$ cat config.mk
export PLATFORM = sky130hd
export DESIGN_NAME = sk_softkey
export DESIGN_NICKNAME = d
export VERILOG_FILES = /design/src/verilog/sk_pkg.sv /design/src/verilog/sk_sync2.sv /design/src/verilog/sk_scan_tick.sv /design/src/verilog/sk_softkey.sv
export VERILOG_INCLUDE_DIRS = /design/src /design/src/verilog
export SDC_FILE = /design/constraint.sdc
export NUM_CORES = 1
export LEC_CHECK = 0
export BUFFER_PORTS_ARGS = -buffer_cell sky130_fd_sc_hd__buf_2
export CAP_MARGIN = 20
export CORE_MARGIN = 5
export CORE_UTILIZATION = 35
export CTS_CLUSTER_SIZE = 8
export DETAILED_ROUTE_END_ITERATION = 6
export MAX_ROUTING_LAYER = met4
export PLACE_DENSITY = 0.68
export SKIP_LAST_GASP = 1
export SYNTH_ARGS = -nofsm -noshare
export SYNTH_HDL_FRONTEND = slang
export SYNTH_HIERARCHICAL = 1
export SYNTH_SLANG_ARGS = --single-unit
$ cat constraint.sdc
create_clock -name pclk -period 4.7 [get_ports pclk]
set_input_delay 0.47 -clock pclk [delete_from_list [all_inputs] [get_ports pclk]]
set_output_delay 0.47 -clock pclk [all_outputs]
set_load 0.02 [all_outputs]
$ cat src/verilog/sk_cfg.svh
`ifndef SK_CFG_SVH
`define SK_CFG_SVH
// Operation
// - enable rising with status on sets output
// - type selects pushbutton or latching switch
// - non-retentive: load initial status at startup
// - retentive: keep status across program restart
// - switch: output follows enable while status on
// - momentary: output high for one cycle
// - enable high and status confirmed on sets output
// - enable falling clears output
// - pushbutton: clear after one program cycle
// - status confirmed off clears output
// - pushbutton: status off-to-on with enable pulses

// ----------------------------------------
// register offsets (byte addresses)
// ----------------------------------------
`define SK_OFF_CTRL 12'h000
`define SK_OFF_STATUS 12'h004
`define SK_OFF_STATE 12'h008

// ----------------------------------------
// control and state field positions
// ----------------------------------------
`define SK_CTRL_TYPE 0
`define SK_CTRL_RETAIN 1
`define SK_CTRL_INIT 2
`define SK_CTRL_RUN 3
`define SK_STATE_Q 0
`define SK_STATE_STATUS 1
`define SK_STATE_EN 2
`define SK_STATE_RUN 3

// ----------------------------------------
// reset values
// ----------------------------------------
`define SK_CTRL_RST 4'h0
`define SK_STATUS_RST 1'b0

// ----------------------------------------
// timing: program cycle
// ----------------------------------------
`define SK_CLK_NS 10
`define SK_SCAN_US 1000
`define SK_SCAN_CYCLES ((`SK_SCAN_US * 1000) / `SK_CLK_NS)
`endif

$ cat src/verilog/sk_pkg.sv
package sk_pkg;
    // program run phases
    typedef enum logic [1:0] {SK_STOPPED, SK_STARTUP, SK_RUNNING} sk_phase_t;

    // control register fields
    typedef struct packed {
        logic run;
        logic init_status;
        logic retain;
        logic switch_type;
    } sk_ctrl_t;
endpackage

$ cat src/verilog/sk_sync2.sv
`timescale 1ns/1ps
// two-flop synchroniser for pin inputs
module sk_sync2 #(
    parameter int WIDTH = 1
) (
    input wire logic pclk, // clock
    input wire logic presetn, // async reset, active low
    input wire logic [WIDTH-1:0] async_in, // unsynchronised level
    output logic [WIDTH-1:0] sync_out // synchronised level
);
    logic [WIDTH-1:0] meta_q;
    logic [WIDTH-1:0] meta_d;
    logic [WIDTH-1:0] sync_d;

    // next values
    always_comb
    begin
        meta_d = async_in;
        sync_d = meta_q;
    end

    // two stages, first read only by second
    always_ff @(posedge pclk or negedge presetn)
    begin
        if (!presetn)
        begin
            meta_q <= '0;
            sync_out <= '0;
        end
        else
        begin
            meta_q <= meta_d;
            sync_out <= sync_d;
        end
    end
endmodule // sk_sync2

$ cat src/verilog/sk_scan_tick.sv
`timescale 1ns/1ps
// program cycle tick generator, one-clock pulse per period
module sk_scan_tick #(
    parameter int PERIOD = 100000
) (
    input wire logic pclk, // clock
    input wire logic presetn, // async reset, active low
    input wire logic restart, // restart the period count
    output logic tick // one-cycle pulse at period end
);
    localparam int CW = (PERIOD > 1) ? $clog2(PERIOD) : 1;
    localparam logic [CW-1:0] LAST = CW'(PERIOD - 1);
    logic [CW-1:0] cnt_q;
    logic [CW-1:0] cnt_d;
    logic tick_d;

    // count to the end of one program cycle
    always_comb
    begin
        tick_d = 1'b0;
        cnt_d = cnt_q + CW'(1);
        if (restart)
        begin
            cnt_d = '0;
        end
        else if (cnt_q == LAST)
        begin
            cnt_d = '0;
            tick_d = 1'b1;
        end
    end

    // counter and tick registers
    always_ff @(posedge pclk or negedge presetn)
    begin
        if (!presetn)
        begin
            cnt_q <= '0;
            tick <= 1'b0;
        end
        else
        begin
            cnt_q <= cnt_d;
            tick <= tick_d;
        end
    end
endmodule // sk_scan_tick

$ cat src/verilog/sk_softkey.sv
// The APB slave port and the placing of the registers were decided locally.
`timescale 1ns/1ps
`include "sk_cfg.svh"
// softkey function block with apb register access
module sk_softkey
    import sk_pkg::*;
#(
    parameter int SCAN_CYCLES = `SK_SCAN_CYCLES
) (
    input wire logic pclk, // apb clock
    input wire logic presetn, // async reset, active low
    input wire logic psel, // apb select
    input wire logic penable, // apb access phase
    input wire logic pwrite, // apb direction
    input wire logic [11:0] paddr, // apb byte address
    input wire logic [31:0] pwdata, // apb write data
    output logic [31:0] prdata, // apb read data
    output logic pready, // apb ready
    output logic pslverr, // apb error, unmapped address
    input wire logic en_in, // enable pin, asynchronous
    output logic q_out // block output
);
    // ----------------------------------------
    // declarations
    // ----------------------------------------
    sk_ctrl_t ctrl_q, ctrl_d;
    sk_phase_t phase_q, phase_d;
    logic status_q, status_d;
    logic en_s;
    logic tick;
    logic restart;
    logic en_prev_q, en_prev_d;
    logic stat_prev_q, stat_prev_d;
    logic q_d;
    logic [31:0] prdata_d;
    logic pready_d, pslverr_d;
    logic access, wr_en, mapped;
    logic [11:0] word_addr;

    // ----------------------------------------
    // enable pin and program cycle
    // ----------------------------------------
    sk_sync2 #(
        .WIDTH(1)
    ) u_en_sync (
        .pclk(pclk),
        .presetn(presetn),
        .async_in(en_in),
        .sync_out(en_s)
    );

    sk_scan_tick #(
        .PERIOD(SCAN_CYCLES)
    ) u_scan (
        .pclk(pclk),
        .presetn(presetn),
        .restart(restart),
        .tick(tick)
    );

    // ----------------------------------------
    // apb slave decode
    // ----------------------------------------
    // one wait state: ready rises in the second access cycle
    always_comb
    begin
        word_addr = {paddr[11:2], 2'b00};
        access = psel && penable;
        wr_en = access && pready && pwrite;
        mapped = (word_addr == `SK_OFF_CTRL) || (word_addr == `SK_OFF_STATUS)
            || (word_addr == `SK_OFF_STATE);
        pready_d = access && !pready;
        pslverr_d = access && !pready && !mapped;
        prdata_d = 32'h0000_0000;
        if (access && !pready && !pwrite)
        begin
            case (word_addr)
                `SK_OFF_CTRL: prdata_d = {28'h000_0000, ctrl_q};
                `SK_OFF_STATUS: prdata_d = {31'h0000_0000, status_q};
                `SK_OFF_STATE:
                begin
                    prdata_d[`SK_STATE_Q] = q_out;
                    prdata_d[`SK_STATE_STATUS] = status_q;
                    prdata_d[`SK_STATE_EN] = en_s;
                    prdata_d[`SK_STATE_RUN] = (phase_q != SK_STOPPED);
                end
                default: prdata_d = 32'h0000_0000;
            endcase
        end
    end

    // ----------------------------------------
    // configuration, status and run phase
    // ----------------------------------------
    // a run bit 0 to 1 is a program startup; a status write is a confirmed change
    always_comb
    begin
        ctrl_d = ctrl_q;
        status_d = status_q;
        phase_d = phase_q;
        restart = 1'b0;
        if (wr_en && (word_addr == `SK_OFF_CTRL))
        begin
            ctrl_d.switch_type = pwdata[`SK_CTRL_TYPE];
            ctrl_d.retain = pwdata[`SK_CTRL_RETAIN];
            ctrl_d.init_status = pwdata[`SK_CTRL_INIT];
            ctrl_d.run = pwdata[`SK_CTRL_RUN];
        end
        if (wr_en && (word_addr == `SK_OFF_STATUS))
        begin
            status_d = pwdata[0]; // operator confirm
        end
        case (phase_q)
            SK_STOPPED:
            begin
                if (ctrl_d.run)
                begin
                    phase_d = SK_STARTUP;
                    restart = 1'b1;
                end
            end
            SK_STARTUP:
            begin
                if (!ctrl_q.run)
                begin
                    phase_d = SK_STOPPED;
                end
                else if (tick)
                begin
                    // initial status unless retentive, which keeps it
                    if (!ctrl_q.retain)
                    begin
                        status_d = ctrl_q.init_status;
                    end // else status_q held
                    phase_d = SK_RUNNING;
                end
            end
            SK_RUNNING:
            begin
                if (!ctrl_d.run)
                begin
                    phase_d = SK_STOPPED;
                end
            end
            default: phase_d = SK_STOPPED;
        endcase
    end

    // ----------------------------------------
    // output evaluation per program cycle
    // ----------------------------------------
    // previous-cycle samples give the edges of enable and status
    always_comb
    begin
        en_prev_d = en_prev_q;
        stat_prev_d = stat_prev_q;
        q_d = q_out;
        if (phase_q == SK_STOPPED)
        begin
            q_d = 1'b0;
            en_prev_d = 1'b0;
            stat_prev_d = 1'b0;
        end
        else if (tick)
        begin
            en_prev_d = en_s;
            stat_prev_d = status_q;
            if (!en_s || !status_q)
            begin
                q_d = 1'b0;
            end
            else if (ctrl_q.switch_type)
            begin
                q_d = 1'b1;
            end
            else
            begin
                // pulse only on an enable rise or a status rise
                q_d = (!en_prev_q || !stat_prev_q) && !q_out;
            end
        end
    end

    // ----------------------------------------
    // registers
    // ----------------------------------------
    always_ff @(posedge pclk or negedge presetn)
    begin
        if (!presetn)
        begin
            ctrl_q <= sk_ctrl_t'(`SK_CTRL_RST);
            status_q <= `SK_STATUS_RST;
            phase_q <= SK_STOPPED;
            en_prev_q <= 1'b0;
            stat_prev_q <= 1'b0;
            q_out <= 1'b0;
            prdata <= 32'h0000_0000;
            pready <= 1'b0;
            pslverr <= 1'b0;
        end
        else
        begin
            ctrl_q <= ctrl_d;
            status_q <= status_d;
            phase_q <= phase_d;
            en_prev_q <= en_prev_d;
            stat_prev_q <= stat_prev_d;
            q_out <= q_d;
            prdata <= prdata_d;
            pready <= pready_d;
            pslverr <= pslverr_d;
        end
    end
endmodule // sk_softkey

==> results.cfg, run 1 <==
[status]
status = complete, no violations

[power_and_ir_drop]
switching_power_w = 0.0002306
powerDensity_nw_per_um2 = 351.1
power_w = 0.0007662
seqPwrFrac_pct = 51.0
comb_power_share_pct = 13.9
p_int_w = 0.0005356
ir_drop_uv = 167.4
pwr-share-clk_pct = 35.2
p_leak_nw = 1.025
power.share.switching_pct = 30.09

[synth]
syn-mean-instance-area_um2 = 10.42
ys_async_sr_fraction_pct = 100.0
synth_seq_cells = 36
netlist_instances = 190
ys_top_cells_by_area = dfrtp_1 46%, buf_4 11%, nor2_1 5.1%, xnor2_1 4.9%, mux2i_1 3.0%
syn_area_um2 = 1979
synth_most_common_cell = dfrtp_1
yosys.area.top_type = dfrtp_1
synth.distinct_cells = 40
synth_seq_area_share_pct = 45.51
ys.flop_type = dfrtp_1
yosys_warnings = 6
yosysTopAreaCellShare_pct = 45.51
synth_common_cells = 36 x dfrtp_1, 29 x buf_4, 27 x nor2_1
synth_edf_count = 0

[global_route]
antenna_found_initial = 0
grt_pass1_vias = 1280
grt.total_usage_pct = 10.59
grt_max_degree = 37
gr-total-overflow = 0
grt_pass1_wl_um = 6051

[finish]
fin_nets = 269
diodes = 0
fillers = 541
drive_gt1_share_pct = 22.83
area_delta_synth_final_pct = 10.24

[critical_path]
worstPathRequired_ns = 4.86
startpoint_type = primary input
crit_family = simple AND/OR/NAND/NOR gates
critical_path.endpoint_type = flop
path_buf_inv = 1
ff2ff_setup_slack_ns = 2.66
worstPathArrival_ns = 2.33
crit_chain = buf_2, nor4_4, nand4_1, mux2i_1, nor3_1, nand2b_2, nor2_1
reg2reg_depth = 6
critical_path.max_stage_delay_ns = 0.38
worstReg2RegStart = pready
crit_type = primary input to flop
rr_endpoint = u_scan/cnt_q[9]
crit_slowest_cell = nand4_1
path_max_fanout = 15

[placed_design]
port_buffers = 26
gp_congestion = 0.7828
dp_hpwl_um = 2664

[worst_hold_path]
hold_path.class = primary input to asynchronous set/reset pin

[clocking]
clkTransAtPathRegs_ns = 0.08
postCtsSetupRepairBufs = 0
clkLatencyLatePin_ns = 0.29
cts_max_level = 2
clk_path_buf_depth = 2
ctsHoldBuffers = 0
tritoncts = built
cts_buffers = 5
ctsResizeCount = 0
cts-root-buf = clkbuf_8
clkSinkCount = 36

[floorplan]
num_rows = 27
die_x_um = 85.20
core_area_um2 = 5507
die_y_um = 85.20
io_pins = 85
initial_core_util_pct = 35.95
die_area_um2 = 7259

[routing]
routed_wl_um = 3533
antenna_left = 0
drt_iter0_drc = 68
via_per_inst = 4.639
routedWlPerCell_um = 12.14
vias = 1350
drc = 0
first_pass_iters = 4

[sta]
worstMarginPinSlew_ns = 0.7752
min_period_ns = 2.172
fin_worst_skew_ns = 0.004567
setup_tns_ns = 0
hold_viol = 0
fin_crit_sh_pct = 46.20
max_freq_mhz = 460.5
slew_violations = 0
final-setup-viol-count = 0
slew_headroom_pct = 48.32
rsz0062_at_grt = no

[job]
maxCapViolCount = 0
## state kept, by name (all words and copies together), names as in the netlist
register,flops
ctrl_q,4
en_prev_q,1
phase_q,2
prdata,4
pready,1
pslverr,1
q_out,1
stat_prev_q,1
status_q,1
u_en_sync/meta_q,1
u_en_sync/sync_out,1
u_scan/cnt_q,17
u_scan/tick,1
## power by group through the flow
| stage | sequential [W] | combinational, W | clock (W) |
|---|---|---|---|
| after floorplan | 0.000386 | 0.0000973 | 0 |
| after global placement | 0.000394 | 0.000103 | 0 |
| after detailed placement | 0.000395 | 0.000108 | 0 |
| after CTS | 0.000390 | 0.000107 | 0.000279 |
| after global routing | 0.000397 | 0.000119 | 0.000293 |
| final | 0.000390 | 0.000106 | 0.000270 |
## worst max-delay path by stage
| stage | from | cells past startpoint | to | slack, ns |
|---|---|---|---|---|
| finish | paddr[9] | 7 | u_scan/cnt_q[9] | 2.53 |
| global route | paddr[5] | 7 | u_scan/cnt_q[16] | 2.30 |
| CTS | paddr[9] | 7 | u_scan/cnt_q[9] | 2.46 |
| detailed placement | paddr[9] | 7 | u_scan/cnt_q[9] | 2.15 |
| global placement | paddr[9] | 7 | u_scan/cnt_q[12] | 2.16 |
| floorplan | paddr[3] | 8 | u_scan/cnt_q[10] | 2.60 |
## cells in the final DEF, fill, tap and decap left out, types with 2 or more instances in the layout
master,synthesis,final
nand4_1,5,5
o2111ai_1,2,2
mux2i_1,6,6
xor2_1,4,4
conb_1,1,28
buf_2,1,26
nor4_4,2,2
mux2_2,5,5
nor4bb_1,2,2
nand2_1,8,8
inv_1,10,10
a21oi_1,2,2
nor4_2,2,2
nand3_1,4,4
nor3_1,5,5
dfrtp_1,36,36
nor2_1,27,27
xnor2_1,11,11
nand4_2,2,2
a31oi_1,2,2
nor4_1,4,4
and3b_1,2,2
clkbuf_8,0,5
## kinds of logic (layout without fill, tap and decap cells)
group / after synthesis / count (layout) / synth area share, %
muxes: 11 / 11 / 5.879
adders and majority gates: 1 / 1 / 0.6320
xor gates and xnor gates: 15 / 15 / 6.637
and+or+nand+nor: 74 / 74 / 23.52
other: 1 / 28 / 0.1895
AOI/OAI and AO/OA: 10 / 10 / 4.109
buffers and inverters: 42 / 44 / 13.53
DFF: 36 / 36 / 45.51
## per-stage QoR
stage | hold WS (ns) | utilization [%] | instances | worst slack (ns) | cell area, um^2
after global routing | 0.2797 | 39.63 | 291 | 2.298 | 2182
final | 0.2537 | 39.63 | 291 | 2.529 | 2182
after detailed placement | 0.3387 | 37.61 | 283 | 2.155 | 2071
after floorplan | 0.1744 | - | 217 | 2.601 | 2081
after global placement | 0.3326 | 37.61 | 283 | 2.163 | 2071
after CTS | 0.2798 | 39.63 | 291 | 2.456 | 2182
## metal layers
| metal | share of wire [%] | vias to the layer above | wire [um] | global-route usage, % |
|---|---|---|---|---|
| li1 | - | 653 | - | - |
| met4 | 0.54 | 0 | 19 | 3.022 |
| met2 | 47 | 49 | 1657 | 15.96 |
| met1 | 43 | 646 | 1518 | 13.18 |
| met5 | 0 | - | 0 | - |
| met3 | 9.6 | 2 | 338 | 4.175 |
## final cells by class
type	instances	area (um^2)	area share, %
clock inverters	3	42.54	1.950
multi-input cells	139	912.1	41.80
flip-flops and latches	36	900.9	41.28
inverters	10	37.54	1.720
repair buffers	26	130.1	5.963
clock buffers	5	68.82	3.154
well taps	72	90.09	4.128
No activity file was read; power rests on OpenSTA's default activity.
==> run 2, diff against run 1 <==
Clock period 4.7 ns to 2.17 ns, I/O delays scaled along.
==> results.cfg, run 2 (synthesized netlist as in run 1, its figures left out) <==
[placed_design]
port_buffers = 26
gp_congestion = 0.8324
place_area_um2 = 2086
pre_cts_slack_ns = 0.2768
dp_hpwl_um = 2643

[finish]
biggestRegsByFlops = u_scan/cnt_q (17), ctrl_q (4), prdata (4)
fin_nets = 271
mostFrequentLayoutCells = 36 x dfrtp_1, 28 x conb_1, 27 x nor2_1
top_register = u_scan/cnt_q
area_delta_synth_final_pct = 10.81
largest_reg_flops = 17
diodes = 0
final_common_cell = dfrtp_1
drive_gt1_share_pct = 23.08
stdcell_area_um2 = 2193

[clocking]
tritoncts = built
clkTransAtPathRegs_ns = 0.07
ctsResizeCount = 0
cts-root-buf = clkbuf_8
cts_max_level = 2
cts_buffers = 5
ctsHoldBuffers = 0
clk_path_buf_depth = 2
clkLatencyLatePin_ns = 0.29
clkSinkCount = 36
postCtsSetupRepairBufs = 0

[floorplan]
die_y_um = 85.20
die_area_um2 = 7259
core_area_um2 = 5507
num_rows = 27
initial_core_util_pct = 35.95
die_x_um = 85.20
io_pins = 85

[critical_path]
path_max_fanout = 15
startpoint_type = flop
worstPathRequired_ns = 2.34
worstReg2RegStart = pready
critical_path.endpoint_type = flop
ff2ff_setup_slack_ns = 0.50
reg2reg_depth = 6
worstPathArrival_ns = 1.83
rr_endpoint = u_scan/cnt_q[14]
crit_type = flop to flop

[power_and_ir_drop]
powerDensity_nw_per_um2 = 757.2
ir_drop_uv = 564.6
p_leak_nw = 1.036

[routing]
vias = 1334
wl_met3_um = 334
dr_wl_met2_um = 1606
routedWlPerCell_um = 12.10
first_pass_iters = 4
drc = 0
wl_met1_um = 1546
routed_wl_um = 3544
drt_iter0_drc = 33
route.top_layer_used = met4
antenna_left = 0
via_per_inst = 4.553

[sta]
final-setup-viol-count = 0
layout_setup_ws_ns = 0.5047
setup_tns_ns = 0
worstMarginPinSlew_ns = 0.7721
min_period_ns = 1.665
max_freq_mhz = 600.5
slew_headroom_pct = 48.53
slew_violations = 0
rsz0062_at_grt = no
fin_crit_sh_pct = 76.74
fin_worst_skew_ns = 0.003205
hold_viol = 5
whs_ns = -0.002611

[global_route]
grt_pass1_vias = 1304
gr-total-overflow = 0
grt_max_degree = 37
antenna_found_initial = 0
grt_pass1_wl_um = 5968
grt.total_usage_pct = 10.69

[status]
violations = negative hold slack
status = complete, but fails checks

[worst_hold_path]
hold_path.class = primary input to asynchronous set/reset pin

[job]
maxCapViolCount = 0
run 2: layout make-up:
cell class,count,area (um^2)
Clock buffer,6,72.57
Fill cell,550,3313
Sequential cell,36,900.9
Multi-Input combinational cell,139,912.1
Timing Repair Buffer,28,145.1
Clock inverter,2,35.03
Inverter,10,37.54
Tap cell,72,90.09
run 2: routing by layer:
metal / up-vias / track usage [%]
met5: - / -
met4: 0 / 4.748
met3: 6 / 3.689
met2: 44 / 16.10
met1: 624 / 12.89
li1: 660 / -
run 2: worst max path at each step:
stage                         from               end  cells after the start  slack [ns]
after floorplan             pready  u_scan/cnt_q[12]                      7        0.28
final                       pready  u_scan/cnt_q[14]                      6        0.50
after global placement    paddr[9]  u_scan/cnt_q[12]                      7        0.31
after global routing        pready   u_scan/cnt_q[9]                      6        0.25
after CTS                   pready   u_scan/cnt_q[9]                      6        0.45
after detailed placement  paddr[9]   u_scan/cnt_q[3]                      7        0.28
run 2: worst max-delay path, stage by stage (launching register included):
cell and delay, ns:
dfrtp_1 0.37, and3b_1 0.20, nand4_1 0.15, mux2i_1 0.17, nor3_1 0.20, nand2b_2 0.35
nor2_1 0.09
run 2: where the power goes:
group	switching, W	internal [W]	total, W
logic	0.000143	0.0000862	0.000230
clock network	0.000246	0.000341	0.000587
registers	0.000110	0.000734	0.000844
total	0.000500	0.00116	0.00166
run 2: metrics by stage:
step                      power [W]  cells  util (%)
after floorplan            0.001047    217         -
after global placement     0.001076    285     37.88
after detailed placement   0.001086    285     37.88
after CTS                  0.001681    293     39.83
after global routing       0.001761    293     39.83
final                      0.001661    293     39.83
==> run 3, diff against run 2 <==
Settings changed: PLACE_DENSITY 0.68 to 0.7.
Clock period 2.17 ns to 1.5 ns, I/O delays scaled along.
==> results.cfg, run 3 (synthesized netlist as in run 1, its figures left out) <==
[sta]
slew_violations = 0
final-setup-viol-count = 0
min_period_ns = 1.497
fin_crit_sh_pct = 99.78
rsz0062_at_grt = yes
max_freq_mhz = 668.2
hold_viol = 0
fin_worst_skew_ns = 0.007622
setup_tns_ns = 0

[critical_path]
crit_chain = and3b_1, buf_4, nand4_1, mux2_4, mux2_4
startpoint_type = flop
crit_type = flop to flop
path_max_fanout = 3
crit_slowest_cell = dfrtp_2
critical_path.endpoint_type = flop
worstPathArrival_ns = 1.66
critical_path.max_stage_delay_ns = 0.40
crit_top_cell = mux2_4
worstPathRequired_ns = 1.66

[clocking]
cts-root-buf = clkbuf_8
clkTransAtPathRegs_ns = 0.07
cts_buffers = 5
tritoncts = built
cts_max_level = 2
clk_path_buf_depth = 2
clkSinkCount = 36
clkLatencyLatePin_ns = 0.28

[routing]
drt_iter0_drc = 69
routedWlPerCell_um = 11.86
vias = 1414
routed_wl_um = 3676
drc = 0
antenna_left = 0
first_pass_iters = 4
via_per_inst = 4.561

[finish]
top_register = u_scan/cnt_q
drive_gt1_share_pct = 31.51
biggestRegsByFlops = u_scan/cnt_q (17), ctrl_q (4), prdata (4)
stdcell_area_um2 = 2352
mostFrequentLayoutCells = 35 x dfrtp_1, 28 x conb_1, 26 x buf_2
area_delta_synth_final_pct = 18.84
diodes = 0
largest_reg_flops = 17
final_common_cell = dfrtp_1
fin_nets = 290

[global_route]
gr-total-overflow = 0
antenna_found_initial = 0
grt.total_usage_pct = 11.03
grt_pass1_vias = 1377
grt_pass1_wl_um = 6258
grt_max_degree = 27

[power_and_ir_drop]
p_int_w = 0.001557
seqPwrFrac_pct = 53.6
p_leak_nw = 1.119
switching_power_w = 0.0006910
comb_power_share_pct = 19.2
power.share.switching_pct = 30.74
pwr-share-clk_pct = 27.3
ir_drop_uv = 320.5
powerDensity_nw_per_um2 = 955.6

[floorplan]
num_rows = 27
core_area_um2 = 5507
initial_core_util_pct = 35.95
io_pins = 85
die_x_um = 85.20
die_area_um2 = 7259
die_y_um = 85.20

[placed_design]
gp_congestion = 0.8423
place_area_um2 = 2198
dp_hpwl_um = 2760
port_buffers = 26

[worst_hold_path]
hold_path.class = primary input to flop

[status]
status = complete, no violations

[job]
maxCapViolCount = 0
## run 3: metal layers
metal  vias up  GRT usage, %  routed length (um)
li1        695             -                   -
met1       678         13.00                1579
met2        37         17.80                1865
met3         4         2.524                 180
met4         0         5.180                  51
met5         -             -                   0
## run 3: power by group through the flow
stage,combinational (W),clock [W],sequential [W]
after floorplan,0.000304,0,0.00121
after global placement,0.000391,0,0.00121
after detailed placement,0.000402,0,0.00122
after CTS,0.000410,0.000639,0.00120
after global routing,0.000482,0.000683,0.00122
final,0.000431,0.000613,0.00120
## run 3: worst paths after layout
check / start / to / slack (ns) / cells after the start
max in group asynchronous: presetn / prdata[0] / 0.62 / 3
worst max-delay path: pready / status_q / 0.003 / 5
worst max register to register: pready / status_q / 0.003 / 5
min in group asynchronous: presetn / u_en_sync/sync_out / 0.28 / 2
worst min-delay path: pwrite / prdata[0] / 0.08 / 2
worst min register to register: u_en_sync/meta_q / u_en_sync/sync_out / 0.35 / 0
## run 3: worst max-delay path: cells and delay by family (launching register included)
kind	cells	cell delay (ns)
AND/OR/NAND/NOR	2	0.27
flip-flops	1	0.40
multiplexers	2	0.57
buffers and inverters	1	0.13
## run 3: timing repair
action | CTS | global route
setup buffers | 3 | 0
pin swaps | 1 | 6
setup endpoints to repair | 15 | 19
gates cloned | 1 | 0
gates resized for setup | 1 | 8
hold endpoints to repair | 11 | 0
hold buffers | 2 | 0
## run 3: area by class of cell
class	instances	area, um^2
clock buffers	6	72.57
fillers	539	3154
multi-input cells	140	964.7
well taps	72	90.09
repair buffers	46	285.3
inverters	10	37.54
flip-flops and latches	36	902.1
## run 3: per-stage QoR
step	utilization (%)	power (W)	setup slack, ns	hold WS, ns	cells
floorplan	-	0.001515	-0.2206	-0.1456	217
global placement	39.92	0.001604	-0.09775	0.02030	298
detailed placement	39.92	0.001622	-0.1242	0.02728	298
CTS	42.26	0.002251	-0.01931	0.06793	310
global route	42.72	0.002383	-0.09337	0.07804	310
finish	42.72	0.002248	0.003347	0.08459	310
